[src/verilog/bmpr_pkg.sv]
package bmpr_pkg;

    // operating modes, gray along off -> setup -> running -> quiet
    typedef enum logic [1:0]
    {
        BMPR_MODE_OFF = 2'h0,
        BMPR_MODE_SETUP = 2'h1,
        BMPR_MODE_RUN = 2'h3,
        BMPR_MODE_QUIET = 2'h2
    } bmpr_mode_type;

    localparam int BMPR_ADDR_W = 7;
    localparam int BMPR_DATA_W = 8;

    // register addresses
    localparam logic [6:0] BMPR_ADDR_CONTROL = 7'h00;
    localparam logic [6:0] BMPR_ADDR_GATE_DRIVER_ACTIVATE = 7'h01;
    localparam logic [6:0] BMPR_ADDR_GATE_OUTPUT_ASSOCIATION = 7'h02;
    localparam logic [6:0] BMPR_ADDR_STATUS = 7'h03;
    localparam logic [6:0] BMPR_ADDR_VPHASE_ENABLE_OUT_ONE = 7'h0b;
    localparam logic [6:0] BMPR_ADDR_VPHASE_ENABLE_OUT_TWO = 7'h0c;
    localparam logic [6:0] BMPR_ADDR_GATE_PHASE_OUTPUT_ASSIGN = 7'h0f;
    localparam logic [6:0] BMPR_ADDR_VIRTUAL_PHASE_ROUTING = 7'h10;

    // control register fields
    localparam int BMPR_CTRL_SETUP_FINISHED_BIT = 0;
    localparam int BMPR_CTRL_OUTPUT_ONE_TURN_ON = 1;
    localparam int BMPR_CTRL_OUTPUT_TWO_TURN_ON = 2;

    // status register fields
    localparam int BMPR_STAT_GATE_SUPPLY_GOOD = 0;
    localparam int BMPR_STAT_MODE_LSB = 1;

    // field widths and reset values
    localparam int BMPR_NUM_GATES = 2;
    localparam int BMPR_NUM_VPHASES = 4;
    localparam int BMPR_PICK_W = 2;
    localparam logic [1:0] BMPR_GATE_BITS_RST = 2'h0;
    localparam logic [3:0] BMPR_VPHASE_BITS_RST = 4'h0;
    localparam logic [3:0] BMPR_ROUTING_RST = 4'h0;
    localparam logic [7:0] BMPR_UNMAPPED_READ = 8'h00;

    // spi frame: rw bit, 7 address bits, 8 data bits, msb first
    localparam int BMPR_SPI_CNT_W = 5;
    localparam logic [4:0] BMPR_SPI_HDR_LAST = 5'h07;
    localparam logic [4:0] BMPR_SPI_DATA_FIRST = 5'h08;
    localparam logic [4:0] BMPR_SPI_FRAME_LAST = 5'h0f;
    localparam logic [4:0] BMPR_SPI_FRAME_BITS = 5'h10;
    localparam logic [4:0] BMPR_SPI_CNT_ONE = 5'h01;

endpackage : bmpr_pkg

[src/verilog/bmpr_reg_if.sv]
interface bmpr_reg_if;
    logic wr_stb;
    logic [6:0] addr;
    logic [7:0] wdata;
    logic [7:0] rdata;

    modport slave
    (
        output wr_stb,
        output addr,
        output wdata,
        input rdata
    );

    modport bank
    (
        input wr_stb,
        input addr,
        input wdata,
        output rdata
    );
endinterface : bmpr_reg_if

[src/verilog/bmpr_spi_slave.sv]
module bmpr_spi_slave
(
    input wire logic i_core_clk,
    input wire logic i_rst,
    input wire logic i_clk_en,
    input wire logic i_enable,
    input wire logic i_spi_sclk,
    input wire logic i_spi_cs_n,
    input wire logic i_spi_mosi,
    output logic o_spi_miso,
    output logic o_spi_miso_oe,
    bmpr_reg_if.slave bus
);

    logic sclk_q_r;
    logic [4:0] bit_cnt_r;
    logic [7:0] shift_r;
    logic [7:0] tx_r;
    logic cmd_write_r;
    logic [6:0] addr_r;
    logic [7:0] wdata_r;
    logic wr_stb_r;
    logic frame_on;
    logic sclk_rise;
    logic sclk_fall;

    // sclk is sampled by the core clock, so it must run well below 20 MHz
    assign frame_on = i_enable && !i_spi_cs_n;
    assign sclk_rise = frame_on && i_spi_sclk && !sclk_q_r;
    assign sclk_fall = frame_on && !i_spi_sclk && sclk_q_r;

    always_ff @(posedge i_core_clk or posedge i_rst)
    begin
        if (i_rst)
            sclk_q_r <= 1'b0;
        else if (i_clk_en)
            sclk_q_r <= i_spi_sclk;
    end

    always_ff @(posedge i_core_clk or posedge i_rst)
    begin
        if (i_rst)
        begin
            bit_cnt_r <= '0;
            shift_r <= '0;
            cmd_write_r <= 1'b0;
            addr_r <= '0;
        end
        else if (i_clk_en)
        begin
            if (!frame_on)
                bit_cnt_r <= '0;
            else if (sclk_rise && bit_cnt_r != bmpr_pkg::BMPR_SPI_FRAME_BITS)
            begin
                // bits past the sixteenth are ignored
                shift_r <= {shift_r[6:0], i_spi_mosi};
                bit_cnt_r <= bit_cnt_r + bmpr_pkg::BMPR_SPI_CNT_ONE;
                if (bit_cnt_r == bmpr_pkg::BMPR_SPI_HDR_LAST)
                begin
                    cmd_write_r <= shift_r[6];
                    addr_r <= {shift_r[5:0], i_spi_mosi};
                end
            end
        end
    end

    // write strobe only on a complete frame
    always_ff @(posedge i_core_clk or posedge i_rst)
    begin
        if (i_rst)
        begin
            wr_stb_r <= 1'b0;
            wdata_r <= '0;
        end
        else if (i_clk_en)
        begin
            wr_stb_r <= 1'b0;
            if (sclk_rise && bit_cnt_r == bmpr_pkg::BMPR_SPI_FRAME_LAST)
            begin
                wr_stb_r <= cmd_write_r;
                wdata_r <= {shift_r[6:0], i_spi_mosi};
            end
        end
    end

    always_ff @(posedge i_core_clk or posedge i_rst)
    begin
        if (i_rst)
            tx_r <= '0;
        else if (i_clk_en)
        begin
            if (!frame_on)
                tx_r <= '0;
            else if (sclk_fall && bit_cnt_r == bmpr_pkg::BMPR_SPI_DATA_FIRST)
                tx_r <= bus.rdata;
            else if (sclk_fall && bit_cnt_r > bmpr_pkg::BMPR_SPI_DATA_FIRST)
                tx_r <= {tx_r[6:0], 1'b0};
        end
    end

    assign o_spi_miso = tx_r[7];
    assign o_spi_miso_oe = frame_on;
    assign bus.wr_stb = wr_stb_r;
    assign bus.addr = addr_r;
    assign bus.wdata = wdata_r;

endmodule : bmpr_spi_slave

[src/verilog/bmpr_top.sv]
// Summary of operation
// - leave off for setup when supply is detected and chip activate is high.
// - configuration registers accept spi writes during setup.
// - setting the setup finished bit enters running and locks configuration.
// - in running, either output turn-on bit starts the gate drive supply.
// - each boost output turns on only once gate supply good is seen.
// - battery monitoring is enabled only while converters are running.
// - over-temperature or gate supply error moves running to fail-safe quiet.
// - input under- or over-voltage during running moves to fail-safe quiet.
// - fail-safe quiet forces all gates off, spi keeps working.
// - four virtual phases shared by two outputs, chosen per output enables.
// - output one phase enable bits 3..0 enable virtual phases four..one.
// - output two phase enable bits 3..0 enable virtual phases four..one.
// - association bits 1,0 tie physical phases two,one to output two or one.
// - gate phase assign bits 1,0 pick the output for phases two,one.
// - routing bits 3:2 and 1:0 pick virtual phase for drivers two, one.
// - gate activate bits 1,0 switch physical phases two,one on.
// - supply loss or chip activate low returns any state to off.
// - from quiet, toggling chip activate restarts; spi is held idle while it is low.
// - clearing the setup finished bit restores configuration write access.
module bmpr_top
(
    input wire logic i_core_clk,
    input wire logic i_rst,
    input wire logic i_clk_en,
    input wire logic i_supply_detect,
    input wire logic i_chip_activate,
    input wire logic i_over_temp,
    input wire logic i_gate_supply_err,
    input wire logic i_gate_supply_good,
    input wire logic i_input_undervolt,
    input wire logic i_input_overvolt,
    input wire logic [3:0] i_vphase,
    input wire logic i_spi_sclk,
    input wire logic i_spi_cs_n,
    input wire logic i_spi_mosi,
    output logic o_spi_miso,
    output logic o_spi_miso_oe,
    output logic [1:0] o_mode,
    output logic o_gate_drive_supply_on,
    output logic o_boost_output_one_on,
    output logic o_boost_output_two_on,
    output logic o_battery_monitor_on,
    output logic [1:0] o_gate_drive
);

    bmpr_pkg::bmpr_mode_type mode_r;
    bmpr_pkg::bmpr_mode_type mode_nxt;

    logic setup_finished_bit_r;
    logic output_one_turn_on_r;
    logic output_two_turn_on_r;
    logic [1:0] gate_driver_activate_r;
    logic [1:0] gate_output_association_r;
    logic [3:0] virtual_phase_enable_out_one_r;
    logic [3:0] virtual_phase_enable_out_two_r;
    logic [1:0] gate_phase_output_assign_r;
    logic [3:0] virtual_phase_routing_r;
    logic gate_drive_supply_on_r;
    logic boost_output_one_on_r;
    logic boost_output_two_on_r;
    logic battery_monitor_on_r;
    logic [1:0] gate_drive_r;

    logic powered;
    logic running;
    logic spi_enable;
    logic ctrl_wr;
    logic cfg_wr;
    logic cfg_locked;
    logic fault;
    logic [7:0] rdata;

    bmpr_reg_if reg_bus ();

    // spi held idle while powered down
    assign powered = i_supply_detect && i_chip_activate;
    assign running = (mode_r == bmpr_pkg::BMPR_MODE_RUN);
    assign spi_enable = (mode_r != bmpr_pkg::BMPR_MODE_OFF);

    bmpr_spi_slave u_spi
    (
        .i_core_clk(i_core_clk),
        .i_rst(i_rst),
        .i_clk_en(i_clk_en),
        .i_enable(spi_enable),
        .i_spi_sclk(i_spi_sclk),
        .i_spi_cs_n(i_spi_cs_n),
        .i_spi_mosi(i_spi_mosi),
        .o_spi_miso(o_spi_miso),
        .o_spi_miso_oe(o_spi_miso_oe),
        .bus(reg_bus.slave)
    );

    assign fault = i_over_temp || i_gate_supply_err || i_input_undervolt || i_input_overvolt;

    always_comb
    begin
        mode_nxt = mode_r;
        unique case (mode_r)
            bmpr_pkg::BMPR_MODE_OFF:
            begin
                if (powered)
                    mode_nxt = bmpr_pkg::BMPR_MODE_SETUP;
            end
            bmpr_pkg::BMPR_MODE_SETUP:
            begin
                if (setup_finished_bit_r)
                    mode_nxt = bmpr_pkg::BMPR_MODE_RUN;
            end
            bmpr_pkg::BMPR_MODE_RUN:
            begin
                if (fault)
                    mode_nxt = bmpr_pkg::BMPR_MODE_QUIET;
                else if (!setup_finished_bit_r)
                    mode_nxt = bmpr_pkg::BMPR_MODE_SETUP;
            end
            bmpr_pkg::BMPR_MODE_QUIET:
            begin
                // left only through power loss or chip activate low
                mode_nxt = bmpr_pkg::BMPR_MODE_QUIET;
            end
        endcase
        if (!powered)
            mode_nxt = bmpr_pkg::BMPR_MODE_OFF;
    end

    always_ff @(posedge i_core_clk or posedge i_rst)
    begin
        if (i_rst)
            mode_r <= bmpr_pkg::BMPR_MODE_OFF;
        else if (i_clk_en)
            mode_r <= mode_nxt;
    end

    // control bits writable in every powered mode
    assign ctrl_wr = reg_bus.wr_stb && spi_enable && (reg_bus.addr == bmpr_pkg::BMPR_ADDR_CONTROL);

    // lock follows the finished bit, so clearing it reopens writes even in quiet
    assign cfg_locked = setup_finished_bit_r;
    assign cfg_wr = reg_bus.wr_stb && spi_enable && !cfg_locked;

    always_ff @(posedge i_core_clk or posedge i_rst)
    begin
        if (i_rst)
        begin
            setup_finished_bit_r <= 1'b0;
            output_one_turn_on_r <= 1'b0;
            output_two_turn_on_r <= 1'b0;
        end
        else if (i_clk_en)
        begin
            if (mode_r == bmpr_pkg::BMPR_MODE_OFF)
            begin
                // power-down loses all settings
                setup_finished_bit_r <= 1'b0;
                output_one_turn_on_r <= 1'b0;
                output_two_turn_on_r <= 1'b0;
            end
            else if (ctrl_wr)
            begin
                setup_finished_bit_r <= reg_bus.wdata[bmpr_pkg::BMPR_CTRL_SETUP_FINISHED_BIT];
                output_one_turn_on_r <= reg_bus.wdata[bmpr_pkg::BMPR_CTRL_OUTPUT_ONE_TURN_ON];
                output_two_turn_on_r <= reg_bus.wdata[bmpr_pkg::BMPR_CTRL_OUTPUT_TWO_TURN_ON];
            end
        end
    end

    // reserved upper bits are not stored and read back as zero
    always_ff @(posedge i_core_clk or posedge i_rst)
    begin
        if (i_rst)
        begin
            gate_driver_activate_r <= bmpr_pkg::BMPR_GATE_BITS_RST;
            gate_output_association_r <= bmpr_pkg::BMPR_GATE_BITS_RST;
            virtual_phase_enable_out_one_r <= bmpr_pkg::BMPR_VPHASE_BITS_RST;
            virtual_phase_enable_out_two_r <= bmpr_pkg::BMPR_VPHASE_BITS_RST;
            gate_phase_output_assign_r <= bmpr_pkg::BMPR_GATE_BITS_RST;
            virtual_phase_routing_r <= bmpr_pkg::BMPR_ROUTING_RST;
        end
        else if (i_clk_en)
        begin
            if (mode_r == bmpr_pkg::BMPR_MODE_OFF)
            begin
                gate_driver_activate_r <= bmpr_pkg::BMPR_GATE_BITS_RST;
                gate_output_association_r <= bmpr_pkg::BMPR_GATE_BITS_RST;
                virtual_phase_enable_out_one_r <= bmpr_pkg::BMPR_VPHASE_BITS_RST;
                virtual_phase_enable_out_two_r <= bmpr_pkg::BMPR_VPHASE_BITS_RST;
                gate_phase_output_assign_r <= bmpr_pkg::BMPR_GATE_BITS_RST;
                virtual_phase_routing_r <= bmpr_pkg::BMPR_ROUTING_RST;
            end
            else if (cfg_wr)
            begin
                unique case (reg_bus.addr)
                    bmpr_pkg::BMPR_ADDR_GATE_DRIVER_ACTIVATE:
                        gate_driver_activate_r <= reg_bus.wdata[1:0];
                    bmpr_pkg::BMPR_ADDR_GATE_OUTPUT_ASSOCIATION:
                        gate_output_association_r <= reg_bus.wdata[1:0];
                    bmpr_pkg::BMPR_ADDR_VPHASE_ENABLE_OUT_ONE:
                        virtual_phase_enable_out_one_r <= reg_bus.wdata[3:0];
                    bmpr_pkg::BMPR_ADDR_VPHASE_ENABLE_OUT_TWO:
                        virtual_phase_enable_out_two_r <= reg_bus.wdata[3:0];
                    bmpr_pkg::BMPR_ADDR_GATE_PHASE_OUTPUT_ASSIGN:
                        gate_phase_output_assign_r <= reg_bus.wdata[1:0];
                    bmpr_pkg::BMPR_ADDR_VIRTUAL_PHASE_ROUTING:
                        virtual_phase_routing_r <= reg_bus.wdata[3:0];
                    default:
                    begin
                        // control, status and unmapped addresses
                    end
                endcase
            end
        end
    end

    // read mux, sampled by the spi slave after the address byte
    always_comb
    begin
        rdata = bmpr_pkg::BMPR_UNMAPPED_READ;
        unique case (reg_bus.addr)
            bmpr_pkg::BMPR_ADDR_CONTROL:
            begin
                rdata[bmpr_pkg::BMPR_CTRL_SETUP_FINISHED_BIT] = setup_finished_bit_r;
                rdata[bmpr_pkg::BMPR_CTRL_OUTPUT_ONE_TURN_ON] = output_one_turn_on_r;
                rdata[bmpr_pkg::BMPR_CTRL_OUTPUT_TWO_TURN_ON] = output_two_turn_on_r;
            end
            bmpr_pkg::BMPR_ADDR_STATUS:
            begin
                rdata[bmpr_pkg::BMPR_STAT_GATE_SUPPLY_GOOD] = i_gate_supply_good;
                rdata[bmpr_pkg::BMPR_STAT_MODE_LSB +: 2] = mode_r;
            end
            bmpr_pkg::BMPR_ADDR_GATE_DRIVER_ACTIVATE:
                rdata[1:0] = gate_driver_activate_r;
            bmpr_pkg::BMPR_ADDR_GATE_OUTPUT_ASSOCIATION:
                rdata[1:0] = gate_output_association_r;
            bmpr_pkg::BMPR_ADDR_VPHASE_ENABLE_OUT_ONE:
                rdata[3:0] = virtual_phase_enable_out_one_r;
            bmpr_pkg::BMPR_ADDR_VPHASE_ENABLE_OUT_TWO:
                rdata[3:0] = virtual_phase_enable_out_two_r;
            bmpr_pkg::BMPR_ADDR_GATE_PHASE_OUTPUT_ASSIGN:
                rdata[1:0] = gate_phase_output_assign_r;
            bmpr_pkg::BMPR_ADDR_VIRTUAL_PHASE_ROUTING:
                rdata[3:0] = virtual_phase_routing_r;
            default:
                rdata = bmpr_pkg::BMPR_UNMAPPED_READ;
        endcase
    end

    assign reg_bus.rdata = rdata;

    // supply and output sequencing
    always_ff @(posedge i_core_clk or posedge i_rst)
    begin
        if (i_rst)
        begin
            gate_drive_supply_on_r <= 1'b0;
            boost_output_one_on_r <= 1'b0;
            boost_output_two_on_r <= 1'b0;
            battery_monitor_on_r <= 1'b0;
        end
        else if (i_clk_en)
        begin
            gate_drive_supply_on_r <= running && (output_one_turn_on_r || output_two_turn_on_r);
            boost_output_one_on_r <= running && output_one_turn_on_r && i_gate_supply_good;
            boost_output_two_on_r <= running && output_two_turn_on_r && i_gate_supply_good;
            battery_monitor_on_r <= running && i_gate_supply_good
                && (output_one_turn_on_r || output_two_turn_on_r);
        end
    end

    // per gate driver: virtual phase pick, its output, its enable
    for (genvar g = 0; g < bmpr_pkg::BMPR_NUM_GATES; g++)
    begin : gen_gate
        logic [1:0] pick;
        logic [3:0] enables;
        logic out_on;
        logic drive_nxt;

        assign pick = virtual_phase_routing_r[g * bmpr_pkg::BMPR_PICK_W +: bmpr_pkg::BMPR_PICK_W];
        assign enables = gate_phase_output_assign_r[g] ? virtual_phase_enable_out_two_r
                                                       : virtual_phase_enable_out_one_r;
        assign out_on = gate_output_association_r[g] ? boost_output_two_on_r : boost_output_one_on_r;
        assign drive_nxt = running && gate_driver_activate_r[g] && out_on
            && enables[pick] && i_vphase[pick];

        always_ff @(posedge i_core_clk or posedge i_rst)
        begin
            if (i_rst)
                gate_drive_r[g] <= 1'b0;
            else if (i_clk_en)
                gate_drive_r[g] <= drive_nxt;
        end
    end

    assign o_mode = mode_r;
    assign o_gate_drive_supply_on = gate_drive_supply_on_r;
    assign o_boost_output_one_on = boost_output_one_on_r;
    assign o_boost_output_two_on = boost_output_two_on_r;
    assign o_battery_monitor_on = battery_monitor_on_r;
    assign o_gate_drive = gate_drive_r;

endmodule : bmpr_top

[config.mk]
export PLATFORM = sky130hd
export DESIGN_NAME = bmpr_top
export DESIGN_NICKNAME = d
export VERILOG_FILES = /design/src/verilog/bmpr_pkg.sv /design/src/verilog/bmpr_reg_if.sv /design/src/verilog/bmpr_spi_slave.sv /design/src/verilog/bmpr_top.sv
export SDC_FILE = /design/constraint.sdc
export NUM_CORES = 1
export LEC_CHECK = 0
export BUFFER_PORTS_ARGS = -buffer_cell sky130_fd_sc_hd__buf_2
export CORE_MARGIN = 5
export CORE_UTILIZATION = 30
export DETAILED_ROUTE_END_ITERATION = 8
export GPL_ROUTABILITY_DRIVEN = 0
export PLACE_DENSITY = 0.44
export REMOVE_ABC_BUFFERS = 1
export SYNTH_ARGS = -nofsm -noshare
export SYNTH_HDL_FRONTEND = slang
export SYNTH_HIERARCHICAL = 1
export SYNTH_SLANG_ARGS = --single-unit
[constraint.sdc]
create_clock -name i_core_clk -period 2.2 [get_ports i_core_clk]
set_input_delay 0.22 -clock i_core_clk [delete_from_list [all_inputs] [get_ports i_core_clk]]
set_output_delay 0.22 -clock i_core_clk [all_outputs]
set_load 0.1 [all_outputs]
==> metrics <==
status finished clean; Worst-path clk slew 70 ps; cell area after layout 0.00389 mm²; Period minus WS final 2020 ps; WL met1 4000 µm; total global routing overflow 0; VDD IR max 0.306 mV; initial antenna violation count 0; post-route DRC violation count 0; worst reg2reg startpoint u_spi/bus.addr[4]$_DFFE_PP0P_; Critical Path AT 1800 ps; nets 362; HP Start i_spi_mosi; WL met3 193 µm; Critical Path Source o_mode[0]$_DFFE_PP0P_; Setup crit end kind output pin; Max-Cap Viols 0; cells after synthesis 302; Post-CTS Setup Bufs 0; CTS Sinks 63; post-route ant nets 0; hold crit path type input port to flip-flop; Slew Limit Fails 0; Worst EP required 1980 ps; via/cell ratio 4.99; core box area 0.0109 mm²; Layout Utilization 35.7%; first-pass GRT wire length 13500 µm; top sig layer met4; largest net degree at the start of global routing 35; startpoint types flip-flop; GRT Resource Usage Total 13.1%; Int Pwr 0.00183 W; die width 116 µm; Pre-antenna DRT Iters 4; final setup violation count 0; Crit Path Max Fanout 8; RSZ-0062 raised after global routing false; Final Hold Vio Count 0; Clock power frac 43.7%; Least-Margin Pin Slew 548 ps; initial core utilization 30.8%; CTS tree built; critical path class flip-flop to output pin; Worst slew margin 63.5%; setup tns final 0 ps; Net Sw Frac 23.6%; Clock Latency Late Sink 330 ps; FF-to-FF setup slack 330 ps; placed cell area 0.00367 mm²; worst hold path stage count 2; filler cell count 1087; fmax 495 MHz; Antenna Cells 0; clk root buf clkbuf_8; DRT Wirelength 8120 µm; Post-Syn Area 0.00335 mm²; IO Pins 27; die area 0.0134 mm²; Lkg Pwr 1.71 nW; Comb power frac 6.5%; Layout area overhead 16.1%; DR WL met2 3750 µm; Core Rows 38; layout cell share with drive strength beyond 1 27.1%; Port Buffer Count 26; Seq pwr share 49.7%; TritonCTS buffer count 9; Post-DP HPWL 5990 µm; Die Span Y 116 µm; H-tree depth 3; WL/cell 16.7 µm; path depth of the worst reg2reg path 5; Yosys warnings 6; DR iter-0 viols 108; clk_skew 9.87 ps; Clock Tree Buf Depth 2; vias 2429; synthesized area per cell 11.1 µm²; final critical-path share of the clock period 91.9%; vias in the first global route 2517; Pwr per Cell Area 617 mW/mm²; P_sw 0.000565 W
-- through the flow --
stage | setup WS [ps] | hold slack, ps | total power [W] | cells
finish | 179 | 155 | 0.00240 | 487
global route | 49.1 | 145 | 0.00250 | 487
CTS | 138 | 141 | 0.00244 | 487
detailed placement | 340 | 325 | 0.00137 | 470
global placement | 357 | 325 | 0.00137 | 470
floorplan | -347 | 298 | 0.00131 | 291
-- sequential cells by signal (all words and copies together), names as in the netlist, 2 cells and up --
register / count
u_spi/bus.addr: 7
u_spi/bit_cnt_r: 5
u_spi/bus.wdata: 4
virtual_phase_enable_out_two_r: 4
virtual_phase_routing_r: 4
virtual_phase_enable_out_one_r: 4
gate_driver_activate_r: 2
o_gate_drive: 2
gate_phase_output_assign_r: 2
u_spi/shift_r: 7
gate_output_association_r: 2
u_spi/tx_r: 8
o_mode: 2
-- power by group through the flow --
stage | combinational (W) | sequential [W] | clock (W)
after floorplan | 0.0000877 | 0.00122 | 0
after global placement | 0.000159 | 0.00122 | 0
after detailed placement | 0.000159 | 0.00121 | 0
after CTS | 0.000161 | 0.00119 | 0.00108
after global routing | 0.000175 | 0.00119 | 0.00113
final | 0.000157 | 0.00119 | 0.00105
-- cell type report --
type	instances	area (µm²)	area share, %
clock buffers	13	169	4.35
clock inverters	3	40.0	1.03
inverters	18	67.6	1.74
multi-input cells	210	1620	41.7
flip-flops and latches	63	1580	40.6
well taps	140	175	4.51
repair buffers	40	238	6.12
-- placed cells by master (no fill, tap or decap), types with 2 or more instances in the layout --
cell / count
a21o_1: 6
a21oi_1: 5
a22o_1: 5
a32o_1: 4
and3_1: 3
buf_2: 26
buf_4: 13
clkbuf_8: 12
clkinv_2: 2
conb_1: 4
dfrtp_1: 63
ha_1: 3
inv_1: 17
mux2_2: 20
mux2i_1: 23
nand2_1: 25
nand2_2: 3
nand2b_1: 3
nand3_1: 5
nand3b_1: 2
nand4_1: 4
nor2_1: 9
nor2b_1: 2
nor3_1: 6
o2111ai_1: 2
o21ai_0: 14
o21ai_1: 2
o21ai_2: 2
o221ai_1: 2
o22ai_1: 5
o2bb2ai_1: 16
o31ai_1: 4
o32ai_1: 4
or4_1: 2
-- routing by layer --
metal	vias up	global-route usage, %
li1	1203	-
met1	1183	18.2
met2	30	20.1
met3	13	2.30
met4	0	5.57
met5	-	0
-- worst paths after layout --
kind,endpoint
setup / recovery,o_spi_miso_oe
hold / removal,u_spi/shift_r[0]$_DFFE_PP0P_
setup reg to reg,u_spi/tx_r[0]$_DFFE_PP0P_
hold reg to reg,u_spi/shift_r[6]$_DFFE_PP0P_
max in group asynchronous,u_spi/tx_r[1]$_DFFE_PP0P_
min in group asynchronous,output_two_turn_on_r$_DFFE_PP0P_
-- timing repair --
item,CTS,global route
hold buffers,1,0
endpoints found under the hold margin,58,0
resized for setup,0,0
-- critical path, stage by stage (launching register included) --
cell	delay (ps)
dfrtp_1	480
nor2_4	260
clkinv_1	200
nand2b_4	170
inv_1	60
buf_2	290
No activity file was read; power rests on OpenSTA's default activity.
